$ cat config.mk
export PLATFORM = sky130hd
export DESIGN_NAME = shcm_top
export DESIGN_NICKNAME = d
export VERILOG_FILES = /design/src/rtl/shcm_pkg.sv /design/src/rtl/shcm_thresh_cmp.sv /design/src/rtl/shcm_top.sv
export SDC_FILE = /design/constraint.sdc
export NUM_CORES = 1
export LEC_CHECK = 0
export BUFFER_PORTS_ARGS = -buffer_cell sky130_fd_sc_hd__buf_4
export CAP_MARGIN = 20
export CORE_MARGIN = 1
export CORE_UTILIZATION = 54
export CTS_CLUSTER_DIAMETER = 80
export DETAILED_ROUTE_END_ITERATION = 6
export PLACE_DENSITY_LB_ADDON = 0.08
export SYNTH_ARGS = -nofsm -noshare
export SYNTH_HDL_FRONTEND = slang
export SYNTH_SLANG_ARGS = --single-unit
$ cat constraint.sdc
create_clock -name core_clk -period 2.9 [get_ports core_clk]
set_input_delay 0.145 -clock core_clk [delete_from_list [all_inputs] [get_ports core_clk]]
set_output_delay 0.145 -clock core_clk [all_outputs]
set_load 0.02 [all_outputs]
$ cat src/rtl/shcm_pkg.sv
// constants and types shared by the sensor host command mailbox
package shcm_pkg;

  // ==========================================================
  // register offsets, byte addressed
  localparam logic [7:0] SHCM_OFF_P3TH_LOW  = 8'h15;
  localparam logic [7:0] SHCM_OFF_P3TH_HIGH = 8'h16;
  localparam logic [7:0] SHCM_OFF_MAILBOX   = 8'h17;
  localparam logic [7:0] SHCM_OFF_COMMAND   = 8'h18;
  localparam logic [7:0] SHCM_OFF_RESPONSE  = 8'h20;

  // ==========================================================
  // reset values and read value of unmapped locations
  localparam logic [7:0] SHCM_RST_BYTE      = 8'h00;
  localparam logic [7:0] SHCM_UNMAPPED_RD   = 8'h00;

  // ==========================================================
  // response codes, the top bit marks an error
  localparam int         SHCM_ERR_BIT       = 7;
  localparam int         SHCM_CNT_W         = 4;
  localparam logic [7:0] SHCM_ERR_INVALID   = 8'h80;
  localparam logic [7:0] SHCM_ERR_OVF_P1    = 8'h88;
  localparam logic [7:0] SHCM_ERR_OVF_P2    = 8'h89;
  localparam logic [7:0] SHCM_ERR_OVF_P3    = 8'h8A;
  localparam logic [7:0] SHCM_ERR_OVF_VIS   = 8'h8C;

  // ==========================================================
  // command codes the mailbox handles itself
  localparam logic [7:0] SHCM_OP_NOP        = 8'h00;
  localparam logic [7:0] SHCM_OP_RESET      = 8'h01;

  // ==========================================================
  // compressed threshold layout: exponent high nibble, mantissa low nibble
  localparam int         SHCM_CMP_EXP_LSB   = 4;
  localparam int         SHCM_CMP_MAN_W     = 4;
  localparam logic [3:0] SHCM_CMP_EXP_MAX   = 4'hB;
  localparam int         SHCM_THR_W         = 16;

  // ==========================================================
  // command path states
  typedef enum logic [1:0] {
    SHCM_IDLE,
    SHCM_HOLD,
    SHCM_EXEC
  } shcm_state_t;

  // all state of the mailbox
  typedef struct packed {
    shcm_state_t st;
    logic [7:0]  th_low;
    logic [7:0]  th_high;
    logic [7:0]  mailbox;
    logic [7:0]  cmd;
    logic [7:0]  resp;
    logic [7:0]  rdata;
    logic        cmd_strobe;
    logic        wake;
    logic        seq_rst;
  } shcm_regs_t;

  // state of the threshold comparator
  typedef struct packed {
    logic alert;
  } shcm_cmp_t;

endpackage

$ cat src/rtl/shcm_thresh_cmp.sv
// third proximity channel threshold comparator
`timescale 1ns/1ps
module shcm_thresh_cmp
  import shcm_pkg::*;
#(
  parameter int  THR_W      = SHCM_THR_W,
  parameter bit  COMPRESSED = 1'b0
) (
  input  wire logic             core_clk,
  input  wire logic             nrst,
  input  wire logic             clk_en,
  input  wire logic [7:0]       th_low,
  input  wire logic [7:0]       th_high,
  input  wire logic [THR_W-1:0] result,
  input  wire logic             result_valid,
  output logic                  alert
);

  // ==========================================================
  // elaboration check
  if (THR_W != SHCM_THR_W) begin : g_bad_width
    $error("shcm_thresh_cmp: threshold width must be 16");
  end

  // ==========================================================
  // compressed byte to full threshold: {1,mantissa} shifted by exponent
  function automatic logic [THR_W-1:0] shcm_expand(input logic [7:0] c);
    logic [3:0]       e;
    logic [THR_W-1:0] v;
    e = c[SHCM_CMP_EXP_LSB +: 4];
    if (e > SHCM_CMP_EXP_MAX) begin
      e = SHCM_CMP_EXP_MAX;
    end
    v = THR_W'({1'b1, c[SHCM_CMP_MAN_W-1:0]});
    shcm_expand = v << e;
  endfunction

  shcm_cmp_t        q_r;
  shcm_cmp_t        q_nxt;
  logic [THR_W-1:0] thr;

  // in full mode both bytes are used live, so a half-written update is seen as is
  assign thr = COMPRESSED ? shcm_expand(th_low) : {th_high, th_low};

  // alert pulse for a result beyond the threshold
  always_comb begin
    q_nxt       = q_r;
    q_nxt.alert = result_valid && (result > thr);
  end

  always_ff @(posedge core_clk) begin
    if (!nrst) begin
      q_r <= '0;
    end else if (clk_en) begin
      q_r <= q_nxt;
    end
  end

  assign alert = q_r.alert;

endmodule

$ cat src/rtl/shcm_top.sv
// sensor host command mailbox: threshold, parameter and command registers
//
// Behaviour
// - compare third proximity result with 16-bit threshold
// - threshold high byte read/write at 0x16
// - half-updated threshold may be applied mixed
// - early revision: one compressed byte at 0x15
// - parameter mailbox at 0x17, resets to zero
// - write to 0x18 queues one command; a later write before issue replaces it, one during execution is lost
// - only command writes wake from standby
// - errors load response with top bit set
// - error held until reset or no-operation command; a host write to 0x20, or a command finishing with cmd_bad (0x80), also overwrites it
// - while error held, other commands ignored
// - autonomous measurements continue despite held error
// - no error: low nibble counts completed commands
// - engine command issue waits for running measurement; reset and no-operation complete without waiting
// - unknown command reports code 0x80
// - proximity overflow codes 0x88, 0x89, 0x8A
// - visible light overflow reports code 0x8C
`timescale 1ns/1ps
module shcm_top
  import shcm_pkg::*;
#(
  parameter int  THR_W      = SHCM_THR_W,
  parameter bit  COMPRESSED = 1'b0
) (
  input  wire logic             core_clk,
  input  wire logic             nrst,
  input  wire logic             clk_en,
  // register access from the serial front end
  input  wire logic             reg_wr,
  input  wire logic             reg_rd,
  input  wire logic [7:0]       reg_addr,
  input  wire logic [7:0]       reg_wdata,
  output logic      [7:0]       reg_rdata,
  // sequencer and measurement engine
  input  wire logic             meas_busy,
  input  wire logic             cmd_done,
  input  wire logic             cmd_bad,
  input  wire logic             ovf_prox1,
  input  wire logic             ovf_prox2,
  input  wire logic             ovf_prox3,
  input  wire logic             ovf_visible,
  input  wire logic [THR_W-1:0] prox3_result,
  input  wire logic             prox3_result_valid,
  output logic                  cmd_strobe,
  output logic      [7:0]       cmd_code,
  output logic      [7:0]       param_value,
  output logic                  wake_pulse,
  output logic                  seq_reset,
  output logic                  prox3_alert,
  output logic      [7:0]       response
);

  // ==========================================================
  // elaboration check
  if (THR_W != SHCM_THR_W) begin : g_bad_width
    $error("shcm_top: threshold width must be 16");
  end

  // ==========================================================
  // helpers

  // next counter value; wraps at fifteen and keeps the top clear
  function automatic logic [7:0] shcm_count_up(input logic [7:0] r);
    logic [SHCM_CNT_W-1:0] c;
    c = r[SHCM_CNT_W-1:0] + SHCM_CNT_W'(1);
    shcm_count_up = {{(8 - SHCM_CNT_W){1'b0}}, c};
  endfunction

  // true when the response holds an error code
  function automatic logic shcm_is_err(input logic [7:0] r);
    shcm_is_err = r[SHCM_ERR_BIT];
  endfunction

  // true when a host write hits the given offset
  function automatic logic shcm_hit(input logic       wr,
                                    input logic [7:0] a,
                                    input logic [7:0] off);
    shcm_hit = wr && (a == off);
  endfunction

  // ==========================================================
  // state
  shcm_regs_t q_r;
  shcm_regs_t q_nxt;

  logic       wr_th_low;
  logic       wr_th_high;
  logic       wr_mailbox;
  logic       wr_command;
  logic       wr_response;
  logic       is_self_cmd;
  logic       any_ovf;
  logic [7:0] ovf_code;

  // write decode; high byte is absent when the threshold is compressed
  assign wr_th_low   = shcm_hit(reg_wr, reg_addr, SHCM_OFF_P3TH_LOW);
  assign wr_th_high  = shcm_hit(reg_wr, reg_addr, SHCM_OFF_P3TH_HIGH) && !COMPRESSED;
  assign wr_mailbox  = shcm_hit(reg_wr, reg_addr, SHCM_OFF_MAILBOX);
  assign wr_command  = shcm_hit(reg_wr, reg_addr, SHCM_OFF_COMMAND);
  assign wr_response = shcm_hit(reg_wr, reg_addr, SHCM_OFF_RESPONSE);

  // reset and no-operation are finished here without the engine
  assign is_self_cmd = (q_r.cmd == SHCM_OP_NOP) || (q_r.cmd == SHCM_OP_RESET);

  // ==========================================================
  // overflow code select, fixed priority when several coincide
  always_comb begin
    any_ovf  = 1'b1;
    ovf_code = SHCM_ERR_OVF_P1;
    if (ovf_prox1) begin
      ovf_code = SHCM_ERR_OVF_P1;
    end else if (ovf_prox2) begin
      ovf_code = SHCM_ERR_OVF_P2;
    end else if (ovf_prox3) begin
      ovf_code = SHCM_ERR_OVF_P3;
    end else if (ovf_visible) begin
      ovf_code = SHCM_ERR_OVF_VIS;
    end else begin
      any_ovf  = 1'b0;
    end
  end

  // ==========================================================
  // next-state logic
  always_comb begin
    q_nxt            = q_r;
    q_nxt.cmd_strobe = 1'b0;
    q_nxt.wake       = 1'b0;
    q_nxt.seq_rst    = 1'b0;

    // plain register writes; none of these wakes the device
    if (wr_th_low) begin
      q_nxt.th_low = reg_wdata;
    end
    if (wr_th_high) begin
      q_nxt.th_high = reg_wdata;
    end
    if (wr_mailbox) begin
      q_nxt.mailbox = reg_wdata;
    end
    if (wr_response) begin
      q_nxt.resp = reg_wdata;
    end

    // command path
    case (q_r.st)
      SHCM_IDLE: begin
        q_nxt.st = SHCM_IDLE;
      end
      SHCM_HOLD: begin
        if (is_self_cmd) begin
          // reset and no-operation are the only ones that clear an error
          if (q_r.cmd == SHCM_OP_RESET) begin
            q_nxt.resp    = SHCM_RST_BYTE;
            q_nxt.seq_rst = 1'b1;
          end else if (shcm_is_err(q_r.resp)) begin
            q_nxt.resp = SHCM_RST_BYTE;
          end else begin
            q_nxt.resp = shcm_count_up(q_r.resp);
          end
          q_nxt.st = SHCM_IDLE;
        end else if (shcm_is_err(q_r.resp)) begin
          // dropped silently, the counter does not move
          q_nxt.st = SHCM_IDLE;
        end else if (!meas_busy) begin
          // a running measurement delays issue, so timing is not fixed
          q_nxt.cmd_strobe = 1'b1;
          q_nxt.st         = SHCM_EXEC;
        end else begin
          q_nxt.st = SHCM_HOLD;
        end
      end
      SHCM_EXEC: begin
        if (cmd_done) begin
          if (cmd_bad) begin
            q_nxt.resp = SHCM_ERR_INVALID;
          end else if (!shcm_is_err(q_r.resp)) begin
            q_nxt.resp = shcm_count_up(q_r.resp);
          end
          q_nxt.st = SHCM_IDLE;
        end
      end
      default: begin
        q_nxt.st = SHCM_IDLE;
      end
    endcase

    // a host command write always lands; it is queued for the sequencer unless one is executing
    if (wr_command) begin
      q_nxt.cmd  = reg_wdata;
      q_nxt.wake = 1'b1;
      if (q_r.st != SHCM_EXEC) begin
        q_nxt.st = SHCM_HOLD;
      end
    end

    // overflow wins over any clear in the same cycle; the first error is kept
    // so the host sees the cause, and measurements are not stopped by it
    if (any_ovf && !shcm_is_err(q_r.resp)) begin
      q_nxt.resp = ovf_code;
    end else if (any_ovf && shcm_is_err(q_nxt.resp) == 1'b0) begin
      q_nxt.resp = ovf_code;
    end

    // read data, registered one cycle after the strobe
    if (reg_rd) begin
      case (reg_addr)
        SHCM_OFF_P3TH_LOW: begin
          q_nxt.rdata = q_r.th_low;
        end
        SHCM_OFF_P3TH_HIGH: begin
          q_nxt.rdata = COMPRESSED ? SHCM_UNMAPPED_RD : q_r.th_high;
        end
        SHCM_OFF_MAILBOX: begin
          q_nxt.rdata = q_r.mailbox;
        end
        SHCM_OFF_COMMAND: begin
          q_nxt.rdata = q_r.cmd;
        end
        SHCM_OFF_RESPONSE: begin
          q_nxt.rdata = q_r.resp;
        end
        default: begin
          q_nxt.rdata = SHCM_UNMAPPED_RD;
        end
      endcase
    end
  end

  // ==========================================================
  // state register, frozen while the clock enable is low
  always_ff @(posedge core_clk) begin
    if (!nrst) begin
      q_r.st         <= SHCM_IDLE;
      q_r.th_low     <= SHCM_RST_BYTE;
      q_r.th_high    <= SHCM_RST_BYTE;
      q_r.mailbox    <= SHCM_RST_BYTE;
      q_r.cmd        <= SHCM_RST_BYTE;
      q_r.resp       <= SHCM_RST_BYTE;
      q_r.rdata      <= SHCM_RST_BYTE;
      q_r.cmd_strobe <= 1'b0;
      q_r.wake       <= 1'b0;
      q_r.seq_rst    <= 1'b0;
    end else if (clk_en) begin
      q_r <= q_nxt;
    end
  end

  // ==========================================================
  // threshold comparator for the third proximity channel
  shcm_thresh_cmp #(
    .THR_W      (THR_W),
    .COMPRESSED (COMPRESSED)
  ) u_cmp (
    .core_clk     (core_clk),
    .nrst         (nrst),
    .clk_en       (clk_en),
    .th_low       (q_r.th_low),
    .th_high      (q_r.th_high),
    .result       (prox3_result),
    .result_valid (prox3_result_valid),
    .alert        (prox3_alert)
  );

  // ==========================================================
  // outputs, all straight from flops
  assign reg_rdata   = q_r.rdata;
  assign cmd_strobe  = q_r.cmd_strobe;
  assign cmd_code    = q_r.cmd;
  assign param_value = q_r.mailbox;
  assign wake_pulse  = q_r.wake;
  assign seq_reset   = q_r.seq_rst;
  assign response    = q_r.resp;

endmodule

# After elaboration in Yosys (flattened, before gate mapping)
# Cells that the tools add are included.
# word_totals
in_bits	45
reg_bits	54
# classes
n_addsub	1
reduce_logical	16
bitwise	1
mux	34
n_eq_ne	9
order_cmp	1
# ops
cell	n
$mux W8	7
$pmux W8 S5	1
$eq A8 B5 Y1 const B	4
$gt A16 B16 Y1	1
$pmux W8 S2	1
$mux W1	12
$mux W2	6
$mux W3	4
$reduce_and A2 Y1	5
$eq A8 B1 Y1 const B	1
$eq A8 B6 Y1 const B	1
$logic_and A1 B1 Y1	8
$logic_not A8 Y1	1
$mux W4	2
$add A4 B1 Y4 const B	1
$pmux W2 S2	1
$eq A2 B1 Y1 const B	1
$eq A2 B2 Y1 const B	1
$ne A2 B2 Y1 const B	1
$logic_not A1 Y1	1
$logic_or A1 B1 Y1	1
$not A1 Y1	1

# Logic depth before layout (Yosys ltp)
# Gate-level depths: netlist (run 1).
# depth
word_depth	11
mapped_depth	8

# By module
# A second synthesis (run 1) with hierarchy kept.
# hier_totals
hier_cells	388
area_unflattened_um2	3544.6
# modules_own_cells
mod	area_each_um2	instances	cells_per_inst
shcm_top	3070.4	1	323
shcm_thresh_cmp	474.2	1	65

# Worst setup path before layout (run 1)
# No wires, ideal clock.
# synth_timing
kind	reg-to-reg
start	register q_r[51] (netlist bit)
end	register q_r, in the netlist response[5]
stages_incl_launch_ff	8
n_path_buf	0
arrival_time_ps	1985
setup_slack_ps	856
synth_period_minus_slack_ps	2044
required_time_ps	2841
path_cell_list	dfxtp_1 inv_1 ha_1 nor4_1 a21oi_1 o21ai_0 a2111oi_2 a22o_1
# synth_between
elab_chain_len	6
word_cells_on_any_way	7
classes_between	eq/ne (2); mux (3); bitwise (1); reduce/logical (1)
# synth_lines
element	line	rtl
start, declared	shcm_top.sv:85	shcm_regs_t q_r;
start signal, assigned	shcm_top.sv:247	q_r <= q_nxt;
$eq A2 B2 Y1 or $eq A2 B1 Y1 (tied branches)	shcm_top.sv:148	case (q_r.st)
$pmux W8 S2 (*)	shcm_top.sv:148	
$not A1 Y1	shcm_top.sv:203	end else if (any_ovf && shcm_is_err(q_nxt.resp) == 1'b0) begin
$logic_and A1 B1 Y1	shcm_top.sv:203	
$mux W8 (*)	shcm_top.sv:203	
$mux W8 (*)	shcm_top.sv:201	if (any_ovf && !shcm_is_err(q_r.resp)) begin
# Mark *: on every way between the ends. The rest lies on a longest branch, timed or not.
# A chain may end at the register's enable or synchronous reset.

# Worst setup path after layout (run 1)
# Ends and elaborated chain as after synthesis.

==> impl_metrics.tcl, run 1 <==
set metrics [dict create \
    relSlewSlack_pct 40.2 \
    pwr-share-seq_pct 52.9 \
    place_congestion 0.910 \
    seqCellArea_mm2 0.00108 \
    synthArstFlopShare_pct 0 \
    violations "DRC" \
    fillers 558 \
    min_to "response[4]" \
    synth-seq-cells 54 \
    synth_fp_nets 451 \
    synthesis.area_mm2 0.00344 \
    max_cap_violations 0 \
    yosys-top-cells-area "dfxtp_1, mux2i_1, nor2b_1, buf_4, ha_1" \
    fp.dieW_um 81.8 \
    combinationalPowerShare_pct 14.6 \
    ys_types 54 \
    synth_edf_count 0 \
    cts_max_level 2 \
    timing.hold.ws_ns 0.0936 \
    final_max_slew_viol_count 0 \
    firstDrtPassIters 7 \
    cts.reportedPaths.clkPinSlew_ns 0.10 \
    drc 3 \
    drive_above_1_share_pct 23.6 \
    arrival_ns 2.63 \
    timing.rr.start "q_r[51]" \
    nets 491 \
    synth_top_area_cell "dfxtp_1" \
    core-area_mm2 0.00603 \
    place_area_mm2 0.00383 \
    cp-end-kind "flop" \
    initial_core_util_pct 57.1 \
    fin_area_mm2 0.00393 \
    wl_per_cell_um 17.7 \
    min_period_ns 2.36 \
    drtIter0Drc 227 \
    overflow 0 \
    io_buffers 80 \
    min_path_cells 2 \
    ant_nets 0 \
    max-vdd-ir-drop_mv 0.239 \
    synth_warnings 0 \
    switchingPower_uw 400 \
    drt_wl_total_mm 8.88 \
    clock-sinks 54 \
    clkPwrFrac_pct 32.5 \
    r2r_slack_ns 0.54 \
    leakage_uw 0.00157 \
    root_buffer "clkbuf_8" \
    min_path_type "input port to flop" \
    cts_buffers 5 \
    finalSetupViolations 0 \
    dieHeight_um 81.8 \
    path_class "flop to flop" \
    p_int_uw 1050 \
    antenna_found_initial 0 \
    synth_top_area_share_pct 31.4 \
    post_synth.cell_area_avg_um2 8.89 \
    fin_tns_setup_ns 0 \
    synth_top_cells_by_count "dfxtp_1, nor2b_1, buf_4, mux2i_1, inv_1" \
    cts_resized 0 \
    pwr_density_cell_mw_per_mm2 370 \
    cp_data_required_time_ns 3.17 \
    grt.total_usage_pct 27.9 \
    worstHoldStart "reg_wdata[4]" \
    grt_start_max_net_pins 55 \
    reg2regPathDepth 7 \
    fin_crit_sh_pct 81.3 \
    max_freq_ghz 0.424 \
    via_per_inst 5.95 \
    postCtsHoldBufs 0 \
    insertion_delay_ns 0.32 \
    tightestPinTransition_ns 0.889 \
    rows 28 \
    synth-seq-area-share_pct 31.4 \
    final-hold-violation-count 0 \
    grt_pass1_vias 2723 \
    rsz0062_at_grt "no" \
    cp-start-kind "flop" \
    r2r_end "response[5]" \
    hpwlAfterDp_mm 6.65 \
    via_count 2991 \
    synth_most_common_cell "dfxtp_1" \
    cts_tree "built" \
    synthFlopType "dfxtp_1" \
    syn_to_final_growth_pct 14.3 \
    clock_path_buffers 2 \
    status "finished, violations left" \
    cts_setup_buffers 0 \
    netSwitchingFraction_pct 27.5 \
    multi_input_area_mm2 0.00193 \
    io_pins 81 \
    diodes 0 \
    dieArea_mm2 0.00670 \
    path_max_fanout 9 \
    postSynthCellCount 387 \
    fin_worst_skew_ns 0.0114 \
    grt_pass1_wl_mm 14.0 \
]
==> power by group through the flow <==
stage	sequential [uW]	clock (uW)	combinational, uW
finish	769	473	212
global route	770	508	233
CTS	768	478	212
detailed placement	785	0	212
global placement	785	0	208
floorplan	780	0	125
==> sequential cells by signal, indices dropped and copies added (netlist names) <==
signal       flops
q_r             18
response         8
seq_reset        1
cmd_strobe       1
cmd_code         8
wake_pulse       1
u_cmp.alert      1
param_value      8
reg_rdata        8
==> critical path, stage by stage, from the launching register on <==
cell	delay, ns
dfxtp_1	0.40
inv_1	0.06
ha_1	0.38
nor4_1	0.07
a21oi_1	0.50
o21ai_0	0.21
a2111oi_2	0.49
a22o_1	0.20
==> routing by layer <==
| layer | share of wire, % | wire, um | up-vias | global-route usage, % |
|---|---|---|---|---|
| met2 | 44 | 3940 | 128 | 42.4 |
| li1 | - | - | 1453 | - |
| met5 | 0 | 0 | - | 0 |
| met1 | 47 | 4140 | 1401 | 39.6 |
| met3 | 8.0 | 710 | 9 | 6.11 |
| met4 | 1.0 | 92 | 0 | 7.02 |
==> how the worst max path moves through the flow <==
| stage | cells after the start | start | end | slack (ns) |
|---|---|---|---|---|
| 4_1_cts | 7 | q_r[51] | response[5] | 0.57 |
| 3_5_place_dp | 7 | q_r[51] | response[5] | 0.62 |
| 6_report | 7 | q_r[51] | response[5] | 0.54 |
| 2_1_floorplan | 7 | q_r[51] | response[5] | 0.86 |
| 3_3_place_gp | 7 | q_r[51] | response[5] | 0.69 |
| 5_1_grt | 7 | q_r[51] | response[5] | 0.32 |
==> area by class of cell <==
cell class	instances	share of cell area, %
Clock inverter	2	0.414
Timing Repair Buffer	84	16.0
Tap cell	75	2.39
Multi-Input combinational cell	256	49.1
Inverter	26	2.48
Clock buffer	6	2.10
Sequential cell	54	27.5
==> cell usage in the layout, fill, tap and decap left out, types with 3 or more instances in the layout <==
master | synthesis | layout
o211ai_1 | 3 | 3
a41oi_1 | 3 | 3
o2bb2ai_1 | 3 | 3
mux2i_1 | 34 | 34
a22oi_1 | 8 | 8
dfxtp_1 | 54 | 54
nand4_1 | 5 | 5
nor3_1 | 3 | 3
inv_1 | 26 | 26
a21o_1 | 7 | 7
nor4_1 | 4 | 4
nor4b_1 | 4 | 4
o21a_1 | 3 | 3
buf_4 | 34 | 84
nand3_1 | 5 | 5
and2_1 | 4 | 4
a21oi_1 | 11 | 11
a222oi_1 | 4 | 4
a22o_1 | 5 | 5
a31oi_1 | 11 | 11
nor2_1 | 11 | 11
clkbuf_8 | 0 | 6
o21ai_0 | 20 | 20
nor2b_1 | 41 | 41
and3_1 | 7 | 7
nand2_1 | 7 | 7
ha_1 | 19 | 19
a21boi_0 | 3 | 3
==> metrics by stage <==
stage	utilization [%]	instances	worst slack (ns)	total power (uW)
after floorplan	-	387	0.856	905
after global placement	63.6	495	0.686	993
after detailed placement	63.6	495	0.625	997
after CTS	65.2	503	0.573	1460
after global routing	65.2	503	0.319	1510
final	65.2	503	0.542	1450
==> kinds of logic (layout without fill, tap and decap cells) <==
logic type | count (synthesis) | after routing | synth area share [%]
buffers and inverters | 77 | 118 | 12.5
DFF | 54 | 54 | 31.4
adders and majority gates | 19 | 19 | 6.91
muxes | 34 | 34 | 9.89
and+or+nand+nor | 104 | 104 | 18.8
AOI/OAI and AO/OA | 98 | 98 | 20.3
xor gates and xnor gates | 1 | 1 | 0.255
(Power assumes the default switching activity.)
==> run 2: changes to the inputs <==
- ABC_AREA: default -> 1
- clock period: 2.9 -> 2.5 ns (I/O delays scaled with it)
==> impl_metrics.tcl, run 2 <==
set metrics [dict create \
    status "complete, no violations" \
    io_buffers 80 \
    cp-start-kind "flop" \
    synthArstFlopShare_pct 0 \
    routed.top_layer "met4" \
    place_congestion 0.873 \
    max_flop_register "q_r" \
    drive_above_1_share_pct 24.3 \
    met3_length_um 721 \
    cp-end-kind "flop" \
    wl_per_cell_um 14.9 \
    synthesis.area_mm2 0.00350 \
    min_path_type "input port to flop" \
    yosys-top-cells-area "dfxtp_1, a21oi_1, buf_4, ha_1, inv_1" \
    cts_max_level 2 \
    relSlewSlack_pct 39.3 \
    via_count 3261 \
    final-hold-violation-count 0 \
    synth-seq-cells 54 \
    seqCellArea_mm2 0.00108 \
    ant_nets 0 \
    pwr-share-seq_pct 53.3 \
    drc 0 \
    postCtsHoldBufs 0 \
    multi_input_area_mm2 0.00183 \
    max_cap_violations 0 \
    layout_commonest_cell "buf_4" \
    postSynthCellCount 475 \
    cts.reportedPaths.clkPinSlew_ns 0.10 \
    fin_ws_ns 0.689 \
    pwr_density_cell_mw_per_mm2 424 \
    grt_start_max_net_pins 36 \
    drt_wl_total_mm 8.82 \
    clkPwrFrac_pct 29.5 \
    grt.total_usage_pct 27.5 \
    combinationalPowerShare_pct 17.2 \
    finalSetupViolations 0 \
    clock-sinks 54 \
    synth_top_area_cell "dfxtp_1" \
    final_cell_mix "buf_4, inv_1, nand2_1" \
    overflow 0 \
    insertion_delay_ns 0.31 \
    cts_resized 0 \
    grt_pass1_wl_mm 14.1 \
    nets 582 \
    max-vdd-ir-drop_mv 0.336 \
    cp_data_required_time_ns 2.65 \
    io_pins 81 \
    path_class "flop to flop" \
    ys_types 45 \
    synth_most_common_cell "inv_1" \
    hpwlAfterDp_mm 6.76 \
    final_max_slew_viol_count 0 \
    firstDrtPassIters 5 \
    switchingPower_uw 488 \
    dieHeight_um 82.5 \
    synth_top_cells_by_count "inv_1, nand2_1, a21oi_1" \
    cts_setup_buffers 0 \
    place_ws_ns 0.751 \
    fp.dieW_um 82.5 \
    fin_worst_skew_ns 0.00955 \
    largest_reg_flops 18 \
    fin_crit_sh_pct 72.5 \
    synth_top_area_share_pct 30.9 \
    min_period_ns 1.81 \
    rsz0062_at_grt "no" \
    initial_core_util_pct 57.4 \
    antenna_found_initial 0 \
    fillers 565 \
    path_max_fanout 7 \
    syn_to_final_growth_pct 13.2 \
    met1_length_mm 4.10 \
    post_synth.cell_area_avg_um2 7.36 \
    synth-seq-area-share_pct 30.9 \
    core-area_mm2 0.00610 \
    grt_pass1_vias 2971 \
    via_per_inst 5.50 \
    arrival_ns 1.97 \
    synth_warnings 0 \
    cts_tree "built" \
    wl_met2_mm 3.85 \
    p_int_uw 1190 \
    dieArea_mm2 0.00680 \
    max_freq_ghz 0.552 \
    clock_path_buffers 2 \
    rows 28 \
    diodes 0 \
    cts_buffers 5 \
    fin_tns_setup_ns 0 \
    synth_fp_nets 539 \
    synthFlopType "dfxtp_1" \
    root_buffer "clkbuf_8" \
    tightestPinTransition_ns 0.909 \
    synth_edf_count 0 \
    netSwitchingFraction_pct 29.1 \
    leakage_uw 0.00180 \
    drtIter0Drc 195 \
]
==> run 2: changes by cell type after synthesis, sizes merged, moves of 10 or more <==
cell    delta
nand3     +23
o21ai     +24
a21oi     +46
inv       +40
mux2i     -33
nand2     +65
a211oi    +10
nor2      +27
nor2b     -41
==> run 2: per-stage QoR <==
step	hold WS [ns]	std cells	instance area, um^2	power (uW)	util (%)
finish	0.136	593	3960	1680	65.0
global placement	0.445	586	3880	1200	63.6
CTS	0.133	593	3960	1680	65.0
global route	0.138	593	3960	1750	65.0
detailed placement	0.445	586	3880	1200	63.6
floorplan	0.263	475	3500	1090	-
==> run 2: path summary, 6_finish.rpt <==
| path | to | slack (ns) | from | cells after the start |
|---|---|---|---|---|
| setup / recovery | response[0] | 0.69 | q_r[51] | 12 |
| hold reg to reg | cmd_strobe | 0.47 | cmd_strobe | 2 |
| setup reg to reg | response[0] | 0.69 | q_r[51] | 12 |
| hold / removal | q_r[41] | 0.14 | reg_wdata[6] | 3 |
==> run 2: final cells by class <==
class                   instances  share of cell area, %
well taps                      75                   2.37
inverters                      69                   6.73
repair buffers                 81                   15.4
clock buffers                   5                   1.74
clock inverters                 2                  0.347
multi-input cells             307                   46.2
flip-flops and latches         54                   27.3
==> run 2: cell families after synthesis <==
kind of cell	count (synthesis)	synth area share (%)
xor+xnor	1	0.250
mux	1	0.286
buf+inv	114	16.8
simple gates	150	21.9
flops	54	30.9
compound gates	136	23.1
fa+ha+maj	19	6.80
==> run 2: power groups by stage <==
stage	Clock, uW	Sequential, uW	Combinational, uW
floorplan	0	911	177
global placement	0	915	282
detailed placement	0	915	287
CTS	496	895	288
global route	530	898	323
finish	496	896	289
==> run 2: layer usage <==
layer,vias to the layer above,GRT usage [%]
met1,1453,38.8
met4,0,8.10
met5,-,0
met3,10,4.07
met2,148,43.4
li1,1650,-
==> run 2: worst max-delay path, cell delays in order, from the launching register on <==
cell and delay, ns:
dfxtp_1 0.37, inv_1 0.07, ha_1 0.24, inv_1 0.09
nor2_1 0.06, a21oi_1 0.12, nand3_1 0.25, nand2_1 0.15
nand2_1 0.06, inv_1 0.05, nand3_1 0.06, nand3_1 0.08
a21oi_1 0.06
==> run 3: changes to the inputs <==
- clock period: 2.5 -> 1.8 ns (I/O delays scaled with it)
==> impl_metrics.tcl, run 3 (synthesis gave the netlist of run 2 again) <==
set metrics [dict create \
    via_per_inst 5.46 \
    timing.hold.ws_ns 0.0434 \
    cp-start-kind "flop" \
    max_flop_register "q_r" \
    clock_path_buffers 2 \
    worst_path_most_repeated_cell "inv_1" \
    grt.total_usage_pct 27.0 \
    drive_above_1_share_pct 25.1 \
    io_pins 81 \
    final_max_slew_viol_count 0 \
    rsz0062_at_grt "no" \
    wl_per_cell_um 14.6 \
    critical_path.top_delay_family "simple AND/OR/NAND/NOR gates" \
    cp-end-kind "flop" \
    grt_pass1_vias 2913 \
    fin_worst_skew_ns 0.00837 \
    insertion_delay_ns 0.31 \
    final_cell_mix "buf_4, inv_1, nand2_1" \
    slowest_delay_ns 0.36 \
    final-hold-violation-count 0 \
    firstDrtPassIters 4 \
    cts_resized 0 \
    ant_nets 0 \
    cpMaxStageDelayCell "dfxtp_1" \
    core-area_mm2 0.00610 \
    cts.reportedPaths.clkPinSlew_ns 0.10 \
    finalSetupViolations 0 \
    max-vdd-ir-drop_mv 0.358 \
    min_period_ns 1.67 \
    arrival_ns 1.84 \
    cts_max_level 2 \
    syn_to_final_growth_pct 14.0 \
    initial_core_util_pct 57.4 \
    diodes 0 \
    rows 28 \
    drc 0 \
    via_count 3253 \
    crit_buf_inv 3 \
    drtIter0Drc 169 \
    cts_setup_buffers 0 \
    path_class "flop to flop" \
    tightestPinTransition_ns 0.622 \
    io_buffers 80 \
    path_max_fanout 5 \
    max_freq_ghz 0.599 \
    grt_pass1_wl_mm 13.7 \
    hpwlAfterDp_mm 6.74 \
    cts_buffers 5 \
    antenna_found_initial 0 \
    relSlewSlack_pct 58.5 \
    cts_tree "built" \
    fp.dieW_um 82.5 \
    nets 585 \
    total_power_uw 2330 \
    fin_crit_sh_pct 92.7 \
    overflow 0 \
    root_buffer "clkbuf_8" \
    drt_wl_total_mm 8.71 \
    largest_reg_flops 18 \
    min_path_type "input port to flop" \
    pwr_density_cell_mw_per_mm2 583 \
    status "complete, no violations" \
    place_congestion 0.852 \
    dieArea_mm2 0.00680 \
    leakage_uw 0.00181 \
    grt_start_max_net_pins 34 \
    fin_tns_setup_ns 0 \
    dieHeight_um 82.5 \
    clock-sinks 54 \
    fillers 592 \
    postCtsHoldBufs 0 \
    max_cap_violations 0 \
    cp_data_required_time_ns 1.97 \
    layout_commonest_cell "buf_4" \
    crit_chain "inv_1 > ha_1 > inv_1 > nor2_1 > a21oi_1 > nand3_2 > nand2_1 > nand2_1 > inv_1 > nand3_1 > nand3_1 > a21oi_1" \
]
==> run 3: changes by cell type in the layout (fill, tap and decap cells not counted), sizes merged <==
cell  delta
buf      +3
==> run 3: per-stage QoR <==
| step | cell area [um^2] | instances | utilization (%) | worst slack [ns] |
|---|---|---|---|---|
| CTS | 3980 | 596 | 65.4 | 0.101 |
| global placement | 3900 | 589 | 64.0 | 0.203 |
| global route | 3990 | 596 | 65.4 | 0.00554 |
| floorplan | 3500 | 475 | - | 0.289 |
| finish | 3990 | 596 | 65.4 | 0.131 |
| detailed placement | 3900 | 589 | 64.0 | 0.121 |
==> run 3: final cells by class <==
class	count	area, um^2	area share [%]
well taps	75	93.8	2.35
inverters	69	267	6.68
clock inverters	2	13.8	0.345
multi-input cells	307	1830	46.0
flip-flops and latches	54	1080	27.1
repair buffers	84	631	15.8
clock buffers	5	68.8	1.73
==> run 3: routing by layer <==
metal  vias to the layer above  global-route usage [%]  wire (um)
li1                       1658                       -          -
met2                       100                    44.6       3890
met1                      1484                    36.5       4230
met4                         0                    7.24         97
met3                        11                    4.18        494
met5                         -                       0          0
==> run 3: path summary, 6_finish.rpt <==
kind         slack (ns)   startpoint           to  cells after the start
max reg2reg        0.13      q_r[51]  response[0]                     12
min reg2reg        0.48  u_cmp.alert  u_cmp.alert                      2
min                0.04         nrst      q_r[42]                      3
max                0.13      q_r[51]  response[0]                     12
==> run 3: where the power goes <==
| part | internal [uW] | switching (uW) |
|---|---|---|
| Combinational | 170 | 236 |
| Clock | 270 | 408 |
| Sequential | 1220 | 23.9 |
| Total | 1660 | 668 |
==> run 3: tightest hold or removal path, delay by kind of cell <==
family	cells	cell delay (ns)
compound gates	2	0.10
buf+inv	1	0.12
